[config.mk]
export PLATFORM = sky130hd
export DESIGN_NAME = clocked_serial_buffer_set
export DESIGN_NICKNAME = d
export VERILOG_FILES = /design/src/hdl/csb_pkg.sv /design/src/hdl/sync_link_if.sv /design/src/hdl/clocked_serial_buffer_set.sv /design/src/hdl/pin_sync.sv
export SDC_FILE = /design/constraint.sdc
export NUM_CORES = 1
export LEC_CHECK = 0
export CAP_MARGIN = 0
export CORE_UTILIZATION = 60
export DETAILED_ROUTE_END_ITERATION = 8
export DONT_BUFFER_PORTS = 1
export HOLD_SLACK_MARGIN = 0.02
export PLACE_DENSITY = 0.79
export SYNTH_ARGS = -nofsm -noshare
export SYNTH_HDL_FRONTEND = slang
export SYNTH_HIERARCHICAL = 1
export SYNTH_SLANG_ARGS = --single-unit
[constraint.sdc]
create_clock -name mclk -period 4.1 [get_ports mclk]
set_input_delay 0.82 -clock mclk [delete_from_list [all_inputs] [get_ports mclk]]
set_output_delay 0.82 -clock mclk [all_outputs]
set_load 0.05 [all_outputs]
[src/hdl/csb_pkg.sv]
// constants, register map and shared types of the clocked serial buffer set
// assumes an apb slave at mclk, link clock sampled as a plain input
// What this block does
// - peek receive read returns data, no start
// - duplex mode: transmit write starts transfer
// - transmit buffer 16 bits, low byte view
// - reset clears transmit and initial buffers
// - initial buffer holds first word, no start
// - initial buffer full and low views rw
// - shift register converts, reading starts nothing
// - shift view read-only, cleared by disable
// - single receive-only: receive read starts reception
// - single: peek buffer holds last word received
// - continuous: shift register keeps final word
// - continuous receive-only: peek holds next-to-last
// - length bit: 0 eight, 1 sixteen bits
// - duplex bit: 0 receive-only, 1 duplex
// - auto bit: 0 single, 1 continuous
// - active flag set during transfer, cleared disable
package csb_pkg;
  localparam logic [11:0] ADDR_MODE = 12'h000;
  localparam logic [11:0] ADDR_RX = 12'h004;
  localparam logic [11:0] ADDR_RX_LOW = 12'h008;
  localparam logic [11:0] ADDR_PEEK = 12'h00c;
  localparam logic [11:0] ADDR_PEEK_LOW = 12'h010;
  localparam logic [11:0] ADDR_TX = 12'h014;
  localparam logic [11:0] ADDR_TX_LOW = 12'h018;
  localparam logic [11:0] ADDR_INIT_TX = 12'h01c;
  localparam logic [11:0] ADDR_INIT_TX_LOW = 12'h020;
  localparam logic [11:0] ADDR_SHIFT = 12'h024;
  localparam logic [11:0] ADDR_SHIFT_LOW = 12'h028;
  localparam int BIT_ENABLE = 7;
  localparam int BIT_DUPLEX = 6;
  localparam int BIT_LENGTH = 5;
  localparam int BIT_LSB_FIRST = 4;
  localparam int BIT_CONTINUOUS = 2;
  localparam int BIT_ACTIVE = 0;
  localparam logic [7:0] MODE_RESET = 8'h00;
  localparam logic [7:0] MODE_WR_MASK = 8'hf4;
  localparam logic [15:0] BUF_RESET = 16'h0000;
  localparam logic [4:0] LEN_SHORT = 5'h08;
  localparam logic [4:0] LEN_LONG = 5'h10;
  typedef enum logic [1:0] {IDLE, SHIFTING} phase_e;
endpackage : csb_pkg

[src/hdl/sync_link_if.sv]
// carrier between top and link synchroniser
// assumes both ends run on mclk
`timescale 1ns/1ps
interface sync_link_if;
  logic sckSync;
  logic dinSync;
  modport core (input sckSync, input dinSync);
  modport sync (output sckSync, output dinSync);
endinterface : sync_link_if

[src/hdl/clocked_serial_buffer_set.sv]
// buffer set of a clocked serial channel with an apb register slave
// assumes an external master drives the serial clock; data shifted on its edges:
// output changes on falling edge, input sampled on rising edge
//
// Local design decisions: the register addresses and the APB slave port.
`timescale 1ns/1ps
module clocked_serial_buffer_set (
  // clock and reset
  input wire logic mclk,
  input wire logic sys_rst,
  input wire logic clkEn,
  // apb slave
  input wire logic psel,
  input wire logic penable,
  input wire logic pwrite,
  input wire logic [11:0] paddr,
  input wire logic [31:0] pwdata,
  output logic [31:0] prdata,
  output logic pready,
  output logic pslverr,
  // serial link
  input wire logic sckIn,
  input wire logic serialIn,
  output logic serialOut,
  // events
  output logic transferDoneEvent
);
  sync_link_if link ();
  pin_sync u_sync (
    .mclk(mclk),
    .sysRst(sys_rst),
    .clkEn(clkEn),
    .sckPin(sckIn),
    .dinPin(serialIn),
    .link(link)
  );

  typedef struct packed {
    logic channelEnable;
    logic duplexModeSelect;
    logic wordLengthSelect;
    logic lsbFirst;
    logic continuousModeSelect;
    logic transferActiveFlag;
    csb_pkg::phase_e phase;
    logic [15:0] transmitBuffer;
    logic [15:0] initialTransmitBuffer;
    logic [15:0] shiftReg;
    logic [15:0] receiveBuffer;
    logic [4:0] bitCount;
    logic pending;
    logic firstWord;
    logic sckPrev;
    logic sout;
    logic done;
    logic [31:0] rdata;
  } state_s;

  state_s st_r;
  state_s st_nxt;

  logic apbAccess;
  logic apbWrite;
  logic apbRead;
  logic [4:0] wordLen;
  logic sckRise;
  logic sckFall;
  logic [15:0] shiftIn;
  logic [7:0] modeView;
  logic addrHit;

  assign apbAccess = psel && penable;
  assign apbWrite = apbAccess && pwrite && clkEn;
  assign apbRead = apbAccess && !pwrite && clkEn;
  assign wordLen = st_r.wordLengthSelect ? csb_pkg::LEN_LONG : csb_pkg::LEN_SHORT;
  assign sckRise = link.sckSync && !st_r.sckPrev;
  assign sckFall = !link.sckSync && st_r.sckPrev;
  assign modeView = {st_r.channelEnable, st_r.duplexModeSelect, st_r.wordLengthSelect,
                     st_r.lsbFirst, 1'b0, st_r.continuousModeSelect, 1'b0,
                     st_r.transferActiveFlag};

  // next shift value; in short words only the low byte moves
  always_comb begin
    shiftIn = st_r.shiftReg;
    if (st_r.lsbFirst) begin
      if (st_r.wordLengthSelect) begin
        shiftIn = {link.dinSync, st_r.shiftReg[15:1]};
      end else begin
        shiftIn = {8'h00, link.dinSync, st_r.shiftReg[7:1]};
      end
    end else begin
      if (st_r.wordLengthSelect) begin
        shiftIn = {st_r.shiftReg[14:0], link.dinSync};
      end else begin
        shiftIn = {8'h00, st_r.shiftReg[6:0], link.dinSync};
      end
    end
  end

  always_comb begin
    unique case (paddr)
      csb_pkg::ADDR_MODE, csb_pkg::ADDR_RX, csb_pkg::ADDR_RX_LOW, csb_pkg::ADDR_PEEK,
      csb_pkg::ADDR_PEEK_LOW, csb_pkg::ADDR_TX, csb_pkg::ADDR_TX_LOW,
      csb_pkg::ADDR_INIT_TX, csb_pkg::ADDR_INIT_TX_LOW, csb_pkg::ADDR_SHIFT,
      csb_pkg::ADDR_SHIFT_LOW: addrHit = 1'b1;
      default: addrHit = 1'b0;
    endcase
  end

  always_comb begin
    st_nxt = st_r;
    if (clkEn) begin
      // pulse ends only while the clock runs; a pause holds it
      st_nxt.done = 1'b0;
      st_nxt.sckPrev = link.sckSync;
      // register reads
      if (apbRead) begin
        st_nxt.rdata = 32'h0;
        unique case (paddr)
          csb_pkg::ADDR_MODE: st_nxt.rdata = {24'h0, modeView};
          csb_pkg::ADDR_RX: st_nxt.rdata = {16'h0, st_r.receiveBuffer};
          csb_pkg::ADDR_RX_LOW: st_nxt.rdata = {24'h0, st_r.receiveBuffer[7:0]};
          csb_pkg::ADDR_PEEK: st_nxt.rdata = {16'h0, st_r.receiveBuffer};
          csb_pkg::ADDR_PEEK_LOW: st_nxt.rdata = {24'h0, st_r.receiveBuffer[7:0]};
          csb_pkg::ADDR_TX: st_nxt.rdata = {16'h0, st_r.transmitBuffer};
          csb_pkg::ADDR_TX_LOW: st_nxt.rdata = {24'h0, st_r.transmitBuffer[7:0]};
          csb_pkg::ADDR_INIT_TX: st_nxt.rdata = {16'h0, st_r.initialTransmitBuffer};
          csb_pkg::ADDR_INIT_TX_LOW: st_nxt.rdata = {24'h0, st_r.initialTransmitBuffer[7:0]};
          csb_pkg::ADDR_SHIFT: st_nxt.rdata = {16'h0, st_r.shiftReg};
          csb_pkg::ADDR_SHIFT_LOW: st_nxt.rdata = {24'h0, st_r.shiftReg[7:0]};
          default: st_nxt.rdata = 32'h0;
        endcase
        // receive reads request a word in receive-only mode
        if ((paddr == csb_pkg::ADDR_RX || paddr == csb_pkg::ADDR_RX_LOW)
            && st_r.channelEnable && !st_r.duplexModeSelect) begin
          st_nxt.pending = 1'b1;
        end
      end
      // register writes
      if (apbWrite) begin
        unique case (paddr)
          csb_pkg::ADDR_MODE: begin
            st_nxt.channelEnable = pwdata[csb_pkg::BIT_ENABLE];
            st_nxt.duplexModeSelect = pwdata[csb_pkg::BIT_DUPLEX];
            st_nxt.wordLengthSelect = pwdata[csb_pkg::BIT_LENGTH];
            st_nxt.lsbFirst = pwdata[csb_pkg::BIT_LSB_FIRST];
            st_nxt.continuousModeSelect = pwdata[csb_pkg::BIT_CONTINUOUS];
          end
          csb_pkg::ADDR_TX, csb_pkg::ADDR_TX_LOW: begin
            if (paddr == csb_pkg::ADDR_TX) begin
              st_nxt.transmitBuffer = pwdata[15:0];
            end else begin
              st_nxt.transmitBuffer = {8'h00, pwdata[7:0]};
            end
            if (st_r.channelEnable && st_r.duplexModeSelect) begin
              st_nxt.pending = 1'b1;
            end
          end
          csb_pkg::ADDR_INIT_TX: st_nxt.initialTransmitBuffer = pwdata[15:0];
          csb_pkg::ADDR_INIT_TX_LOW: begin
            st_nxt.initialTransmitBuffer = {8'h00, pwdata[7:0]};
          end
          default: ;
        endcase
      end
      // word engine
      unique case (st_r.phase)
        csb_pkg::IDLE: begin
          if (st_nxt.pending && st_nxt.channelEnable) begin
            st_nxt.pending = 1'b0;
            st_nxt.transferActiveFlag = 1'b1;
            st_nxt.bitCount = 5'h0;
            st_nxt.phase = csb_pkg::SHIFTING;
            // first continuous duplex word comes from the initial buffer
            if (!st_nxt.duplexModeSelect) begin
              st_nxt.shiftReg = csb_pkg::BUF_RESET;
            end else if (st_nxt.continuousModeSelect && st_r.firstWord) begin
              st_nxt.shiftReg = st_r.initialTransmitBuffer;
              st_nxt.pending = 1'b1;
              st_nxt.firstWord = 1'b0;
            end else begin
              st_nxt.shiftReg = st_nxt.transmitBuffer;
            end
            st_nxt.sout = 1'b0;
          end
        end
        csb_pkg::SHIFTING: begin
          if (sckFall && st_r.duplexModeSelect) begin
            // receive-only keeps the data line low
            st_nxt.sout = st_r.lsbFirst ? st_r.shiftReg[0]
                        : (st_r.wordLengthSelect ? st_r.shiftReg[15] : st_r.shiftReg[7]);
          end
          if (sckRise) begin
            st_nxt.shiftReg = shiftIn;
            st_nxt.bitCount = st_r.bitCount + 5'h1;
            if (st_r.bitCount + 5'h1 == wordLen) begin
              st_nxt.phase = csb_pkg::IDLE;
              st_nxt.transferActiveFlag = 1'b0;
              st_nxt.done = 1'b1;
              // in continuous mode the last word stays in the shift register when nothing is reserved
              if (!st_r.continuousModeSelect || st_nxt.pending) begin
                st_nxt.receiveBuffer = shiftIn;
              end
              if (!st_nxt.pending) begin
                st_nxt.firstWord = 1'b1;
              end
            end
          end
        end
        default: st_nxt.phase = csb_pkg::IDLE;
      endcase
      // leaving duplex must not strand the last sent bit on the line
      if (!st_nxt.duplexModeSelect) begin
        st_nxt.sout = 1'b0;
      end
      // a receive-only continuous run reserves the second word at its start
      if (st_r.phase == csb_pkg::IDLE && st_nxt.phase == csb_pkg::SHIFTING
          && !st_nxt.duplexModeSelect && st_nxt.continuousModeSelect && st_r.firstWord) begin
        st_nxt.pending = 1'b1;
        st_nxt.firstWord = 1'b0;
      end
      // disable clears the channel state, not the transmit buffers
      if (!st_nxt.channelEnable) begin
        st_nxt.transferActiveFlag = 1'b0;
        st_nxt.shiftReg = csb_pkg::BUF_RESET;
        st_nxt.receiveBuffer = csb_pkg::BUF_RESET;
        st_nxt.phase = csb_pkg::IDLE;
        st_nxt.pending = 1'b0;
        st_nxt.firstWord = 1'b1;
        st_nxt.sout = 1'b0;
      end
    end
  end

  always_ff @(posedge mclk) begin
    if (sys_rst) begin
      st_r <= '0;
      st_r.transmitBuffer <= csb_pkg::BUF_RESET;
      st_r.initialTransmitBuffer <= csb_pkg::BUF_RESET;
      st_r.shiftReg <= csb_pkg::BUF_RESET;
      st_r.firstWord <= 1'b1;
      st_r.phase <= csb_pkg::IDLE;
    end else begin
      st_r <= st_nxt;
    end
  end

  assign pready = 1'b1;
  assign pslverr = apbAccess && !addrHit;
  // always_comb so a change of the stored state inside readNow re-evaluates it
  always_comb begin
    prdata = 32'h0;
    if (apbRead) begin
      prdata = readNow(paddr);
    end
  end
  assign serialOut = st_r.sout;
  assign transferDoneEvent = st_r.done;

  function automatic logic [31:0] readNow(input logic [11:0] a);
    logic [31:0] v;
    v = 32'h0;
    unique case (a)
      csb_pkg::ADDR_MODE: v = {24'h0, modeView};
      csb_pkg::ADDR_RX, csb_pkg::ADDR_PEEK: v = {16'h0, st_r.receiveBuffer};
      csb_pkg::ADDR_RX_LOW, csb_pkg::ADDR_PEEK_LOW: v = {24'h0, st_r.receiveBuffer[7:0]};
      csb_pkg::ADDR_TX: v = {16'h0, st_r.transmitBuffer};
      csb_pkg::ADDR_TX_LOW: v = {24'h0, st_r.transmitBuffer[7:0]};
      csb_pkg::ADDR_INIT_TX: v = {16'h0, st_r.initialTransmitBuffer};
      csb_pkg::ADDR_INIT_TX_LOW: v = {24'h0, st_r.initialTransmitBuffer[7:0]};
      csb_pkg::ADDR_SHIFT: v = {16'h0, st_r.shiftReg};
      csb_pkg::ADDR_SHIFT_LOW: v = {24'h0, st_r.shiftReg[7:0]};
      default: v = 32'h0;
    endcase
    return v;
  endfunction : readNow
endmodule : clocked_serial_buffer_set

[src/hdl/pin_sync.sv]
// two-flop synchronisers for the serial clock and data pins
// assumes pins are asynchronous to mclk
`timescale 1ns/1ps
module pin_sync (
  // clock and control
  input wire logic mclk,
  input wire logic sysRst,
  input wire logic clkEn,
  // raw pins
  input wire logic sckPin,
  input wire logic dinPin,
  // synchronised
  sync_link_if.sync link
);
  typedef struct packed {
    logic [1:0] sck;
    logic [1:0] din;
  } sync_s;
  sync_s st_r;
  sync_s st_nxt;
  always_comb begin
    st_nxt = st_r;
    if (clkEn) begin
      st_nxt.sck = {st_r.sck[0], sckPin};
      st_nxt.din = {st_r.din[0], dinPin};
    end
  end
  always_ff @(posedge mclk) begin
    if (sysRst) begin
      st_r <= '0;
    end else begin
      st_r <= st_nxt;
    end
  end
  assign link.sckSync = st_r.sck[1];
  assign link.dinSync = st_r.din[1];
endmodule : pin_sync

Yosys cells after proc, flatten, opt, wreduce, memory -nomap -nowiden. Index checks and enable logic that the tools add are counted.

Register bits after elaboration: 86.

$add $sub $neg: 1. Eq/ne operators: 35. Reduce and logical (&&, ||, !) cells: 43. Mux-type cells: 57.

Operators with widths (number): $mux 16 (11); $pmux 16 s9 (1); $mux 32 (3); $pmux 16 s2 (2); $eq 12x5->1 const B (4); $ne 4x4->1 const B (10); $mux 37 (1); $eq 12x6->1 const B (3); $eq 12x4->1 const B (2); $mux 1 (20); $mux 5 (4); $logic_and 1x1->1 (18); $eq 12x3->1 const B (1); $logic_not 12->1 (1); $mux 3 (4); $ne 2x2->1 const B (6); $ne 3x3->1 const B (4); $reduce_and 4->1 (3); $reduce_or 11->1 (1); $mux 2 (5); $pmux 5 s2 (1); $reduce_and 5->1 (2); $reduce_and 8->1 (1); $logic_not 1->1 (7); other kinds (12) (21).

Logic depth before layout (Yosys ltp). Gate-level depths: netlist of the first run.

Depth after elaboration: 21. Gate-level depth with buffers: 10. Mapped depth without buffers: 7.

Hierarchy. The synthesis of the first run kept the hierarchy.

By module, submodules not included: clocked_serial_buffer_set (area an instance 4476.8 um^2, instances 1, cells an instance 549, seq. area each 1641.6 um^2); pin_sync (area an instance 140.1 um^2, instances 1, cells an instance 13, seq. area each 80.1 um^2).

Worst setup path after synthesis of the first run. OpenSTA, ideal clock, no wires.

Kind: input-to-output. From: input port paddr[7]. To: output port prdata[12]. Slack: 0.207 ns. Stages: 6. Data arrival time: 3.073 ns. Cell sequence: or4_1 -> buf_2 -> or2_2 -> nor2_1 -> a22oi_1 -> a21oi_1.

Word-level cells in the longest chain between the ends: 4. Elaborated cells on any way between the ends: 15. Those cells by class: 10 x eq/ne; 2 x mux; 3 x reduce/logical.

RTL lines: start, declared (RTL line clocked_serial_buffer_set.sv:16) `input wire logic [11:0] paddr,`; $eq 12x4->1 (tied with other cells) (RTL line clocked_serial_buffer_set.sv:263) `unique case (a)`; $reduce_or 2->1 (no source line); $pmux 16 s9 *; $mux 32 * (RTL line clocked_serial_buffer_set.sv:253) `if (apbRead) begin`; end, declared (RTL line clocked_serial_buffer_set.sv:18) `output logic [31:0] prdata,`.

Mark *: on every way between the ends. The rest lies on a longest branch, timed or not.

Worst setup path after layout of the first run.
From: input port paddr[7]. To: output port prdata[5].

The elaborated chain is that of the path after synthesis.

==> reports/metrics.csv, run 1 <==
stage,metric,value,unit
global_routing,number of global-route vias before repair,4143,
worst_setup_path,critical path capture point type,output port,
placement,DP Worst Slack,461,ps
worst_setup_path,Worst Path Arrival,2760,ps
clocking,Clock Path Buffers,2,
clocking,clock-pin slew on the worst setup and hold paths,90,ps
placement,number of buffers added on ports,0,
global_routing,initial antenna violation count,0,
yosys,Synth Area per Inst,8.22,um2
sta,Rel. slew slack,12.9,%
yosys,main area contributors after synthesis,"dfxtp_1 (37%), nor2_1 (6.7%), mux2i_1 (6.1%)",
global_routing,global-route wire length before repair,20500,um
yosys,Post-Synthesis Cells,562,
global_routing,aggregate global-route resource usage,31.8,%
final_layout,layout net count,622,
final_layout,Antenna Cells,0,
power_and_ir_drop,Peak VDD IR,0.212,mV
final_layout,most frequent cells in the layout,"dfxtp_1 (86), nor2_1 (83), nand2_1 (52)",
hold_path,Hold Crit Class,register to register,
power_and_ir_drop,PwrDens,306,nW/um2
yosys,Synth top area share,37.3,%
final_layout,Final Util,67.5,%
die,Die Ht,89.7,um
yosys,leading area contributor after synthesis,dfxtp_1,
clocking,Post-CTS Setup Repair Bufs,0,
yosys,main flop type after synthesis,dfxtp_1,
sta,RSZ-0062 raised after global routing,false,
worst_setup_path,CP required,3280,ps
die,Ports,88,
yosys,area of the mapped netlist,4620,um2
yosys,synth warn,6,
clocking,total CTS buffers,9,
die,core area,7330,um2
sta,worst-margin pin slew,1310,ps
global_routing,largest net degree at the start of global routing,70,
clocking,clk sinks,86,
die,initial core utilization,63.0,%
final_layout,"most common cell after layout, fill and taps aside",dfxtp_1,
placement,Area after DPL,4770,um2
placement,RD Place Congestion,0.986,
sta,fmax,279,MHz
global_routing,global route overflow,0,
worst_setup_path,WS Path Type,input port to output port,
clocking,htree depth,3,
detailed_routing,# DRC,0,
detailed_routing,post-route ant nets,0,
clocking,post-cts sizing count,0,
worst_setup_path,Crit Path Max Fanout,7,
job,total of max-cap violations,0,
die,Cell Rows,31,
status,outcome,finished clean,
die,Die Wd,89.7,um
die,die area,8050,um2
yosys,"EDFF count, synth",0,
clocking,hold_buf cts,0,
detailed_routing,final wirelength,12600,um
detailed_routing,Vias,4363,
yosys,"FFs w/ async S/R, synth",0,%
final_layout,cell area after layout,4950,um2
final_layout,layout cells sized above 1,11.8,%
detailed_routing,Routed wire per std cell,18.7,um
clocking,worst skew pair latency,370,ps
sta,"Worst Setup Slack, final",521,ps
sta,Setup Viol. Count Final,0,
detailed_routing,1st-iter DRT viols,472,
sta,Fin Setup TNS,0,ps
detailed_routing,TritonRoute pass-1 iters,6,
yosys,sequential share of the synthesized area,37.3,%
detailed_routing,Vias/cell,6.48,
sta,Final Skew,12.7,ps
sta,period utilization,87.3,%
clocking,CTS tree,done,
final_layout,area growth from synthesis to layout,7.21,%
power_and_ir_drop,Leak Pwr,0.00169,uW
sta,Hold Fails Final Rpt,0,
worst_setup_path,Critical Path Start Type,input port,
clocking,Clk Tree Root Cell,clkbuf_8,
sta,Final Max Slew Viols,0,
yosys,Unique masters post-synth,54,
yosys,number of synthesized register bits,86,
sta,min Tclk post-route,3580,ps
final_layout,Layout fillers,616,
power_and_ir_drop,"Power, Total",1510,uW
placement,DP HPWL,8470,um
-- registers in the layout, indices dropped and copies added, names as in the netlist --
name and cells:
u_sync/st_r 2, serialOut 1, u_sync/link.sckSync 1, modeView 6, transferDoneEvent 1, u_sync/link.dinSync 1
st_r 74
-- synth_stat cells (11+ instances only) --
cell and n:
a22oi_1 34, nand2_1 52, a211oi_1 17, nor2_1 83
mux2i_1 28, nor3_1 40, buf_4 17, clkbuf_1 25
mux2_2 12, o2bb2ai_1 16, nand3_1 11, nor2b_1 18
dfxtp_1 86, a21oi_1 33
-- worst paths after layout --
path / from / to / slack (ps) / depth (start not counted)
max: paddr[7] / prdata[5] / 520 / 6
min: st_r[36] / st_r[36] / 470 / 2
max reg2reg: modeView[6] / st_r[67] / 1280 / 6
min reg2reg: st_r[36] / st_r[36] / 470 / 2
-- power breakdown --
part	switching [uW]	internal, uW
clock network	327	240
logic	67.0	25.8
registers	10.8	844
total	405	1110
-- layer usage --
layer  share of wire [%]  GRT usage (%)  vias up
li1                    -              -     2056
met1                  44           43.3     2038
met2                  44           49.1      247
met3                  11           7.61       22
met4                 1.7           11.2        0
met5                   0              0        -
-- critical path, cell delays in order --
cell and delay [ps]:
or4_1 670, nor4_4 470, buf_4 250, a22oi_1 110, a21oi_1 190, buf_4 240
-- cells by family after synthesis --
family / share of synthesized area, %
compound gates: 22.0
xor+xnor: 0.569
fa+ha+maj: 0.271
buf+inv: 6.10
flops: 37.3
mux: 9.00
other cells: 0.163
simple gates: 24.7
-- area by class of cell --
class / count / area (um2) / share of cell area [%]
Multi-Input combinational cell: 435 / 2670 / 53.9
Sequential cell: 86 / 1720 / 34.8
Timing Repair Buffer: 30 / 225 / 4.55
Clock buffer: 10 / 138 / 2.78
Tap cell: 99 / 124 / 2.50
Clock inverter: 6 / 45.0 / 0.910
Inverter: 7 / 26.3 / 0.531
-- stage by stage --
step	std cells	hold WS, ps
after floorplan	577	431
after global placement	657	442
after detailed placement	657	449
after CTS	673	467
after global routing	673	483
final	673	468
(Power assumes the default switching activity.)
==> run 2: changes to the inputs <==
ABC_AREA = 1   (was unset)
==> run 2 against run 1 <==
Against the previous run:
- first-iteration DRC count is 25% higher
- routed wire length is 15% higher
- combinational power is 25% higher
- global-route usage is 2.7 points higher
- worst setup slack better by 38 ps
- clock power is 23% higher
- via count is 21% higher
- synthesized cell count is 31% higher
- cell count is 26% higher
- flip-flop and latch count stayed put
- final area is 7.0% higher
- critical endpoint is now prdata[6]
==> reports/metrics.csv, run 2 <==
stage,metric,value,unit,change
power_and_ir_drop,PwrDens,316,nW/um2,+3.3%
detailed_routing,# DRC,0,,unchanged
clocking,clk sinks,86,,unchanged
final_layout,layout cells sized above 1,10.4,%,-1.4 points
detailed_routing,final wirelength,14400,um,+15%
yosys,Unique masters post-synth,40,,-26%
sta,period utilization,86.4,%,-0.92 points
clocking,total CTS buffers,9,,unchanged
global_routing,largest net degree at the start of global routing,51,,-27%
clocking,worst skew pair latency,370,ps,about the same
job,total of max-cap violations,0,,unchanged
sta,min Tclk post-route,3540,ps,-37.5 ps
global_routing,global route overflow,0,,unchanged
worst_setup_path,Buf/Inv on CP,4,,+2
worst_setup_path,Crit Path Max Fanout,7,,unchanged
yosys,area of the mapped netlist,4980,um2,+7.9%
clocking,clock-pin slew on the worst setup and hold paths,90,ps,about the same
final_layout,area growth from synthesis to layout,6.28,%,
final_layout,Reg with most FFs,st_r,,
detailed_routing,Vias/cell,6.22,,-4.0%
sta,Setup Viol. Count Final,0,,unchanged
clocking,Clk Tree Root Cell,clkbuf_8,,
worst_setup_path,WS Path Type,input port to output port,,
placement,DP HPWL,9950,um,+17%
final_layout,Antenna Cells,0,,unchanged
sta,Final Skew,10.6,ps,-2.13 ps
global_routing,aggregate global-route resource usage,34.5,%,+2.7 points
global_routing,initial antenna violation count,1,,+1
sta,fmax,282,MHz,+1.1%
sta,WHS,470,ps,+1.79 ps
detailed_routing,1st-iter DRT viols,590,,+25%
sta,RSZ-0062 raised after global routing,false,,
sta,Fin Setup TNS,0,ps,unchanged
worst_setup_path,Worst Path Arrival,2720,ps,-40 ps
status,outcome,finished clean,,
yosys,Post-Synthesis Cells,739,,+31%
die,Die Ht,93.1,um,+3.8%
yosys,"FFs w/ async S/R, synth",0,%,unchanged
detailed_routing,post-route ant nets,0,,unchanged
power_and_ir_drop,Leak Pwr,0.00201,uW,+19%
sta,worst-margin pin slew,1090,ps,-219 ps
clocking,hold_buf cts,0,,unchanged
final_layout,max reg flops,74,,unchanged
clocking,htree depth,3,,unchanged
placement,number of buffers added on ports,0,,unchanged
worst_setup_path,critical path capture point type,output port,,
yosys,main area contributors after synthesis,"dfxtp_1 (35%), a21oi_1 (9.7%), nand2_1 (8.7%)",,
final_layout,"most common cell after layout, fill and taps aside",nand2_1,,
sta,Hold Fails Final Rpt,0,,unchanged
yosys,synth warn,6,,unchanged
yosys,Synth top area share,34.6,%,-2.7 points
yosys,main flop type after synthesis,dfxtp_1,,
sta,Rel. slew slack,27.4,%,+15 points
die,core area,7890,um2,+7.6%
yosys,number of synthesized register bits,86,,unchanged
final_layout,most frequent cells in the layout,"nand2_1 (116), a21oi_1 (97), dfxtp_1 (86)",,
power_and_ir_drop,Peak VDD IR,0.227,mV,+6.8%
worst_setup_path,critical path's top delay family,simple AND/OR/NAND/NOR gates,,
global_routing,global-route wire length before repair,23500,um,+14%
yosys,sequential share of the synthesized area,34.6,%,-2.7 points
die,Ports,88,,unchanged
worst_setup_path,CP max stage delay,250,ps,-420 ps
power_and_ir_drop,"Power, Total",1670,uW,+10%
yosys,leading area contributor after synthesis,dfxtp_1,,
sta,Final Max Slew Viols,0,,unchanged
die,Die Wd,93.1,um,+3.8%
worst_setup_path,CP max-delay cell,buf_4,,
worst_setup_path,CP required,3280,ps,about the same
worst_setup_path,Critical Path Start Type,input port,,
worst_setup_path,CP Cell Sequence,nor2_1 > nand2_2 > nor2_2 > buf_4 > nand2_1 > inv_1 > nor3_1 > nand3_1 > nand2_1 > buf_4 > a31oi_1 > buf_4,,
global_routing,number of global-route vias before repair,5074,,+22%
yosys,"EDFF count, synth",0,,unchanged
yosys,Post-synth top cells,"nand2_1 (116), a21oi_1 (97), dfxtp_1 (86)",,
placement,RD Place Congestion,0.933,,-5.3%
clocking,CTS tree,done,,
detailed_routing,TritonRoute pass-1 iters,7,,+1
yosys,top-count cell post-synth,nand2_1,,
final_layout,layout net count,796,,+28%
die,initial core utilization,63.2,%,+0.17 points
clocking,Post-CTS Setup Repair Bufs,0,,unchanged
yosys,Synth Area per Inst,6.74,um2,-18%
detailed_routing,Routed wire per std cell,17.0,um,-9.0%
die,die area,8670,um2,+7.7%
hold_path,Hold Crit Class,register to register,,
clocking,Clock Path Buffers,2,,unchanged
clocking,post-cts sizing count,0,,unchanged
detailed_routing,Vias,5290,,+21%
worst_setup_path,most frequent CP cell,buf_4,,
die,Cell Rows,32,,+3.2%
run 2: changes by cell type after synthesis, sizes merged, moves of 36 or more:
cell | previous run | this run
nand3 | 11 | 58
a21oi | 34 | 98
nor3 | 40 | 4
o21ai | 8 | 74
inv | 7 | 83
nand2 | 53 | 123
run 2: per-stage QoR:
step / cell area, um2 / std cells / util (%) / setup WS, ps
finish: 5290 / 850 / 67.1 / 559
CTS: 5290 / 850 / 67.1 / 618
detailed placement: 5070 / 834 / 64.2 / 615
floorplan: 5040 / 754 / - / 406
global placement: 5070 / 834 / 64.2 / 644
global route: 5290 / 850 / 67.1 / 484
run 2: cell type report:
| type | instances | area [um2] |
|---|---|---|
| clock buffer | 9 | 124 |
| clock inverter | 7 | 103 |
| fill | 718 | 2590 |
| inverter | 85 | 319 |
| multi-input combinational | 533 | 2690 |
| sequential | 86 | 1720 |
| tap | 102 | 128 |
| timing repair buffer | 28 | 210 |
run 2: final timing paths:
path         startpoint  cells past startpoint        end  slack (ps)
min            st_r[82]                      2   st_r[82]         470
max           paddr[11]                     12  prdata[6]         560
max reg2reg    st_r[37]                     13   st_r[53]        1250
min reg2reg    st_r[82]                      2   st_r[82]         470
run 2: per-layer routing:
layer	share of wire, %	track usage, %	vias to the layer above
met5	0.090	0	-
met4	1.7	15.5	2
met3	11	7.89	28
met2	46	55.3	355
met1	41	44.2	2411
li1	-	-	2494
run 2: cells by family (layout without fill, tap and decap cells):
logic type      after synthesis  after routing  share of synthesized area, %
fa+ha+maj                     1              1                         0.251
flops                        86             86                          34.6
other cells                   2             17                         0.151
buf+inv                     135            129                          12.6
simple gates                300            300                          28.6
compound gates              215            215                          23.9
run 2: worst reg2reg max path: stages, from the launching register on:
cell,delay (ps)
dfxtp_1,360
ha_1,230
nand2_1,100
clkinv_1,120
nand3_1,110
nand2_1,90
nand2_1,70
nand2_1,50
nor2_2,190
nand2_1,120
nor3_4,600
nand2_2,440
nand3_1,190
a21oi_1,80
run 2: where the power goes:
| group | internal, uW | total (uW) | switching (uW) | leakage (uW) |
|---|---|---|---|---|
| Clock | 353 | 699 | 346 | 0.000117 |
| Sequential | 847 | 857 | 10.5 | 0.000697 |
| Combinational | 23.4 | 116 | 92.7 | 0.00120 |
==> run 3: changes to the inputs <==
PLACE_DENSITY = 0.76   (was 0.79)
==> run 3 against run 2 <==
Against the previous run:
- cell count down 0.35%
- worst hold slack better by 7.0 ps
- core utilization down 0.67 points
- critical path depth down 1
- combinational power about the same
- flip-flop and latch count unchanged
- clock power down 13%
- critical path type unchanged
- largest power group unchanged
==> reports/metrics.csv, run 3 (same netlist as run 2, synthesis figures left out) <==
stage,metric,value,unit,change
status,outcome,finished clean,,
global_routing,global route overflow,0,,unchanged
clocking,htree depth,3,,unchanged
detailed_routing,# DRC,0,,unchanged
global_routing,number of global-route vias before repair,4767,,-6.1%
worst_setup_path,CP required,3280,ps,about the same
global_routing,aggregate global-route resource usage,34.0,%,-0.50 points
detailed_routing,Vias/cell,6.08,,-2.3%
clocking,hold_buf cts,0,,unchanged
detailed_routing,1st-iter DRT viols,687,,+16%
final_layout,Sequential Area,1720,um2,unchanged
clocking,worst skew pair latency,370,ps,about the same
worst_setup_path,Worst Path Arrival,2810,ps,+90 ps
global_routing,global-route wire length before repair,23200,um,-0.97%
detailed_routing,TritonRoute pass-1 iters,7,,unchanged
clocking,total CTS buffers,9,,unchanged
final_layout,Post-Layout Cell Count,847,,-0.35%
clocking,Clk Tree Root Cell,clkbuf_8,,
power_and_ir_drop,Gate power share,7.3,%,+0.4 points
clocking,clock-pin slew on the worst setup and hold paths,90,ps,about the same
power_and_ir_drop,Peak VDD IR,0.261,mV,+15%
placement,placed insts,831,,-0.36%
worst_setup_path,CP Cell Sequence,nor2_1 > nand2_2 > nor2_2 > nand2_1 > inv_1 > nor3_1 > nand3_1 > nand2_1 > buf_4 > a31oi_1 > buf_4,,
worst_setup_path,CP max stage delay,340,ps,+90 ps
final_layout,layout cells sized above 1,10.1,%,-0.36 points
sta,Fin Setup TNS,0,ps,unchanged
hold_path,Hold Crit Class,register to register,,
power_and_ir_drop,Sw Pwr,429,uW,-4.5%
sta,period utilization,88.7,%,+2.3 points
sta,RSZ-0062 raised after global routing,false,,
power_and_ir_drop,PwrDens,302,nW/um2,-4.4%
job,total of max-cap violations,0,,unchanged
worst_setup_path,CP max-delay cell,nor2_2,,
worst_setup_path,Crit Path Max Fanout,16,,+9
die,Ports,88,,unchanged
sta,min Tclk post-route,3630,ps,+93.5 ps
sta,Final Max Slew Viols,0,,unchanged
power_and_ir_drop,Leak Pwr,0.00198,uW,-1.7%
power_and_ir_drop,Sw Ratio,27.1,%,+0.25 points
final_layout,area growth from synthesis to layout,5.22,%,
power_and_ir_drop,sequential share of power,54.1,%,+2.9 points
worst_setup_path,critical path capture point type,output port,,
global_routing,largest net degree at the start of global routing,51,,unchanged
sta,worst-margin pin slew,1130,ps,+39.4 ps
placement,Area after DPL,5040,um2,-0.44%
detailed_routing,post-route ant nets,0,,unchanged
placement,DP HPWL,9890,um,-0.55%
worst_setup_path,R2R Setup Slk,1260,ps,about the same
final_layout,max reg flops,74,,unchanged
worst_setup_path,Critical Path Start Type,input port,,
power_and_ir_drop,Int Pwr,1150,uW,-5.7%
die,Die Ht,93.1,um,unchanged
die,Cell Rows,32,,unchanged
clocking,Clock Path Buffers,2,,unchanged
sta,Rel. slew slack,24.8,%,-2.6 points
sta,fmax,275,MHz,-2.6%
die,Die Wd,93.1,um,unchanged
clocking,CTS tree,done,,
die,initial core utilization,63.2,%,unchanged
final_layout,area of the multi-input gates,2690,um2,unchanged
detailed_routing,Routed wire per std cell,16.8,um,-1.0%
final_layout,cell area after layout,5240,um2,-0.99%
sta,Hold Fails Final Rpt,0,,unchanged
worst_setup_path,WS Path Type,input port to output port,,
final_layout,Reg with most FFs,st_r,,
placement,RD Place Congestion,0.909,,-2.6%
final_layout,"most common cell after layout, fill and taps aside",nand2_1,,
global_routing,initial antenna violation count,0,,-1
power_and_ir_drop,Clk network pwr share,38.5,%,-3.3 points
sta,Setup Viol. Count Final,0,,unchanged
die,die area,8670,um2,unchanged
final_layout,layout net count,793,,-0.38%
detailed_routing,Vias,5152,,-2.6%
clocking,post-cts sizing count,0,,unchanged
final_layout,most frequent cells in the layout,"nand2_1 (116), a21oi_1 (97), dfxtp_1 (86)",,
clocking,clk sinks,86,,unchanged
final_layout,Layout fillers,743,,+3.5%
placement,number of buffers added on ports,0,,unchanged
die,core area,7890,um2,unchanged
clocking,Post-CTS Setup Repair Bufs,0,,unchanged
final_layout,Antenna Cells,0,,unchanged
detailed_routing,final wirelength,14200,um,-1.4%
sta,Final Skew,9.01,ps,-1.59 ps
## run 3: changes by cell type in the layout (fill, tap and decap cells not counted)
cell	before	now
clkinv_2	1	2
bufinv_16	2	1
buf_4	28	25
inv_8	1	0
inv_6	3	2
clkinvlp_4	0	2
## run 3: through the flow
stage	setup WS (ps)	power, uW	utilization [%]	hold WS, ps
6_report	465	1580	66.4	477
5_1_grt	332	1640	66.4	494
4_1_cts	550	1590	66.4	475
3_5_place_dp	553	989	64.0	457
3_3_place_gp	520	986	64.0	452
2_1_floorplan	406	993	-	443
## run 3: worst paths after layout
check,start,endpoint,depth (start not counted)
setup / recovery,paddr[11],prdata[5],11
hold / removal,u_sync/st_r[2],u_sync/st_r[2],2
setup reg to reg,st_r[37],st_r[49],14
hold reg to reg,u_sync/st_r[2],u_sync/st_r[2],2
## run 3: routing by layer
| layer | global-route usage [%] | vias up | wire, um |
|---|---|---|---|
| met1 | 46.7 | 2338 | 6050 |
| met4 | 12.2 | 0 | 240 |
| met2 | 51.8 | 302 | 6180 |
| met3 | 8.29 | 23 | 1780 |
| li1 | - | 2489 | - |
| met5 | 0 | - | 0 |
## run 3: power by group through the flow
stage	clock network, uW	logic, uW	registers [uW]
final	610	116	857
after global routing	658	127	858
after CTS	617	114	856
after detailed placement	0	113	876
after global placement	0	111	875
after floorplan	0	119	873
## run 3: worst max-delay path: cells and delay by family
family,cells,cell delay (ps)
simple gates,7,1130
compound gates,1,220
buf+inv,3,630
## run 3: area by class of cell
| cell class | count | area share [%] |
|---|---|---|
| Inverter | 85 | 6.09 |
| Sequential cell | 86 | 32.8 |
| Timing Repair Buffer | 25 | 3.58 |
| Clock inverter | 7 | 1.38 |
| Clock buffer | 9 | 2.36 |
| Tap cell | 102 | 2.43 |
| Multi-Input combinational cell | 533 | 51.3 |
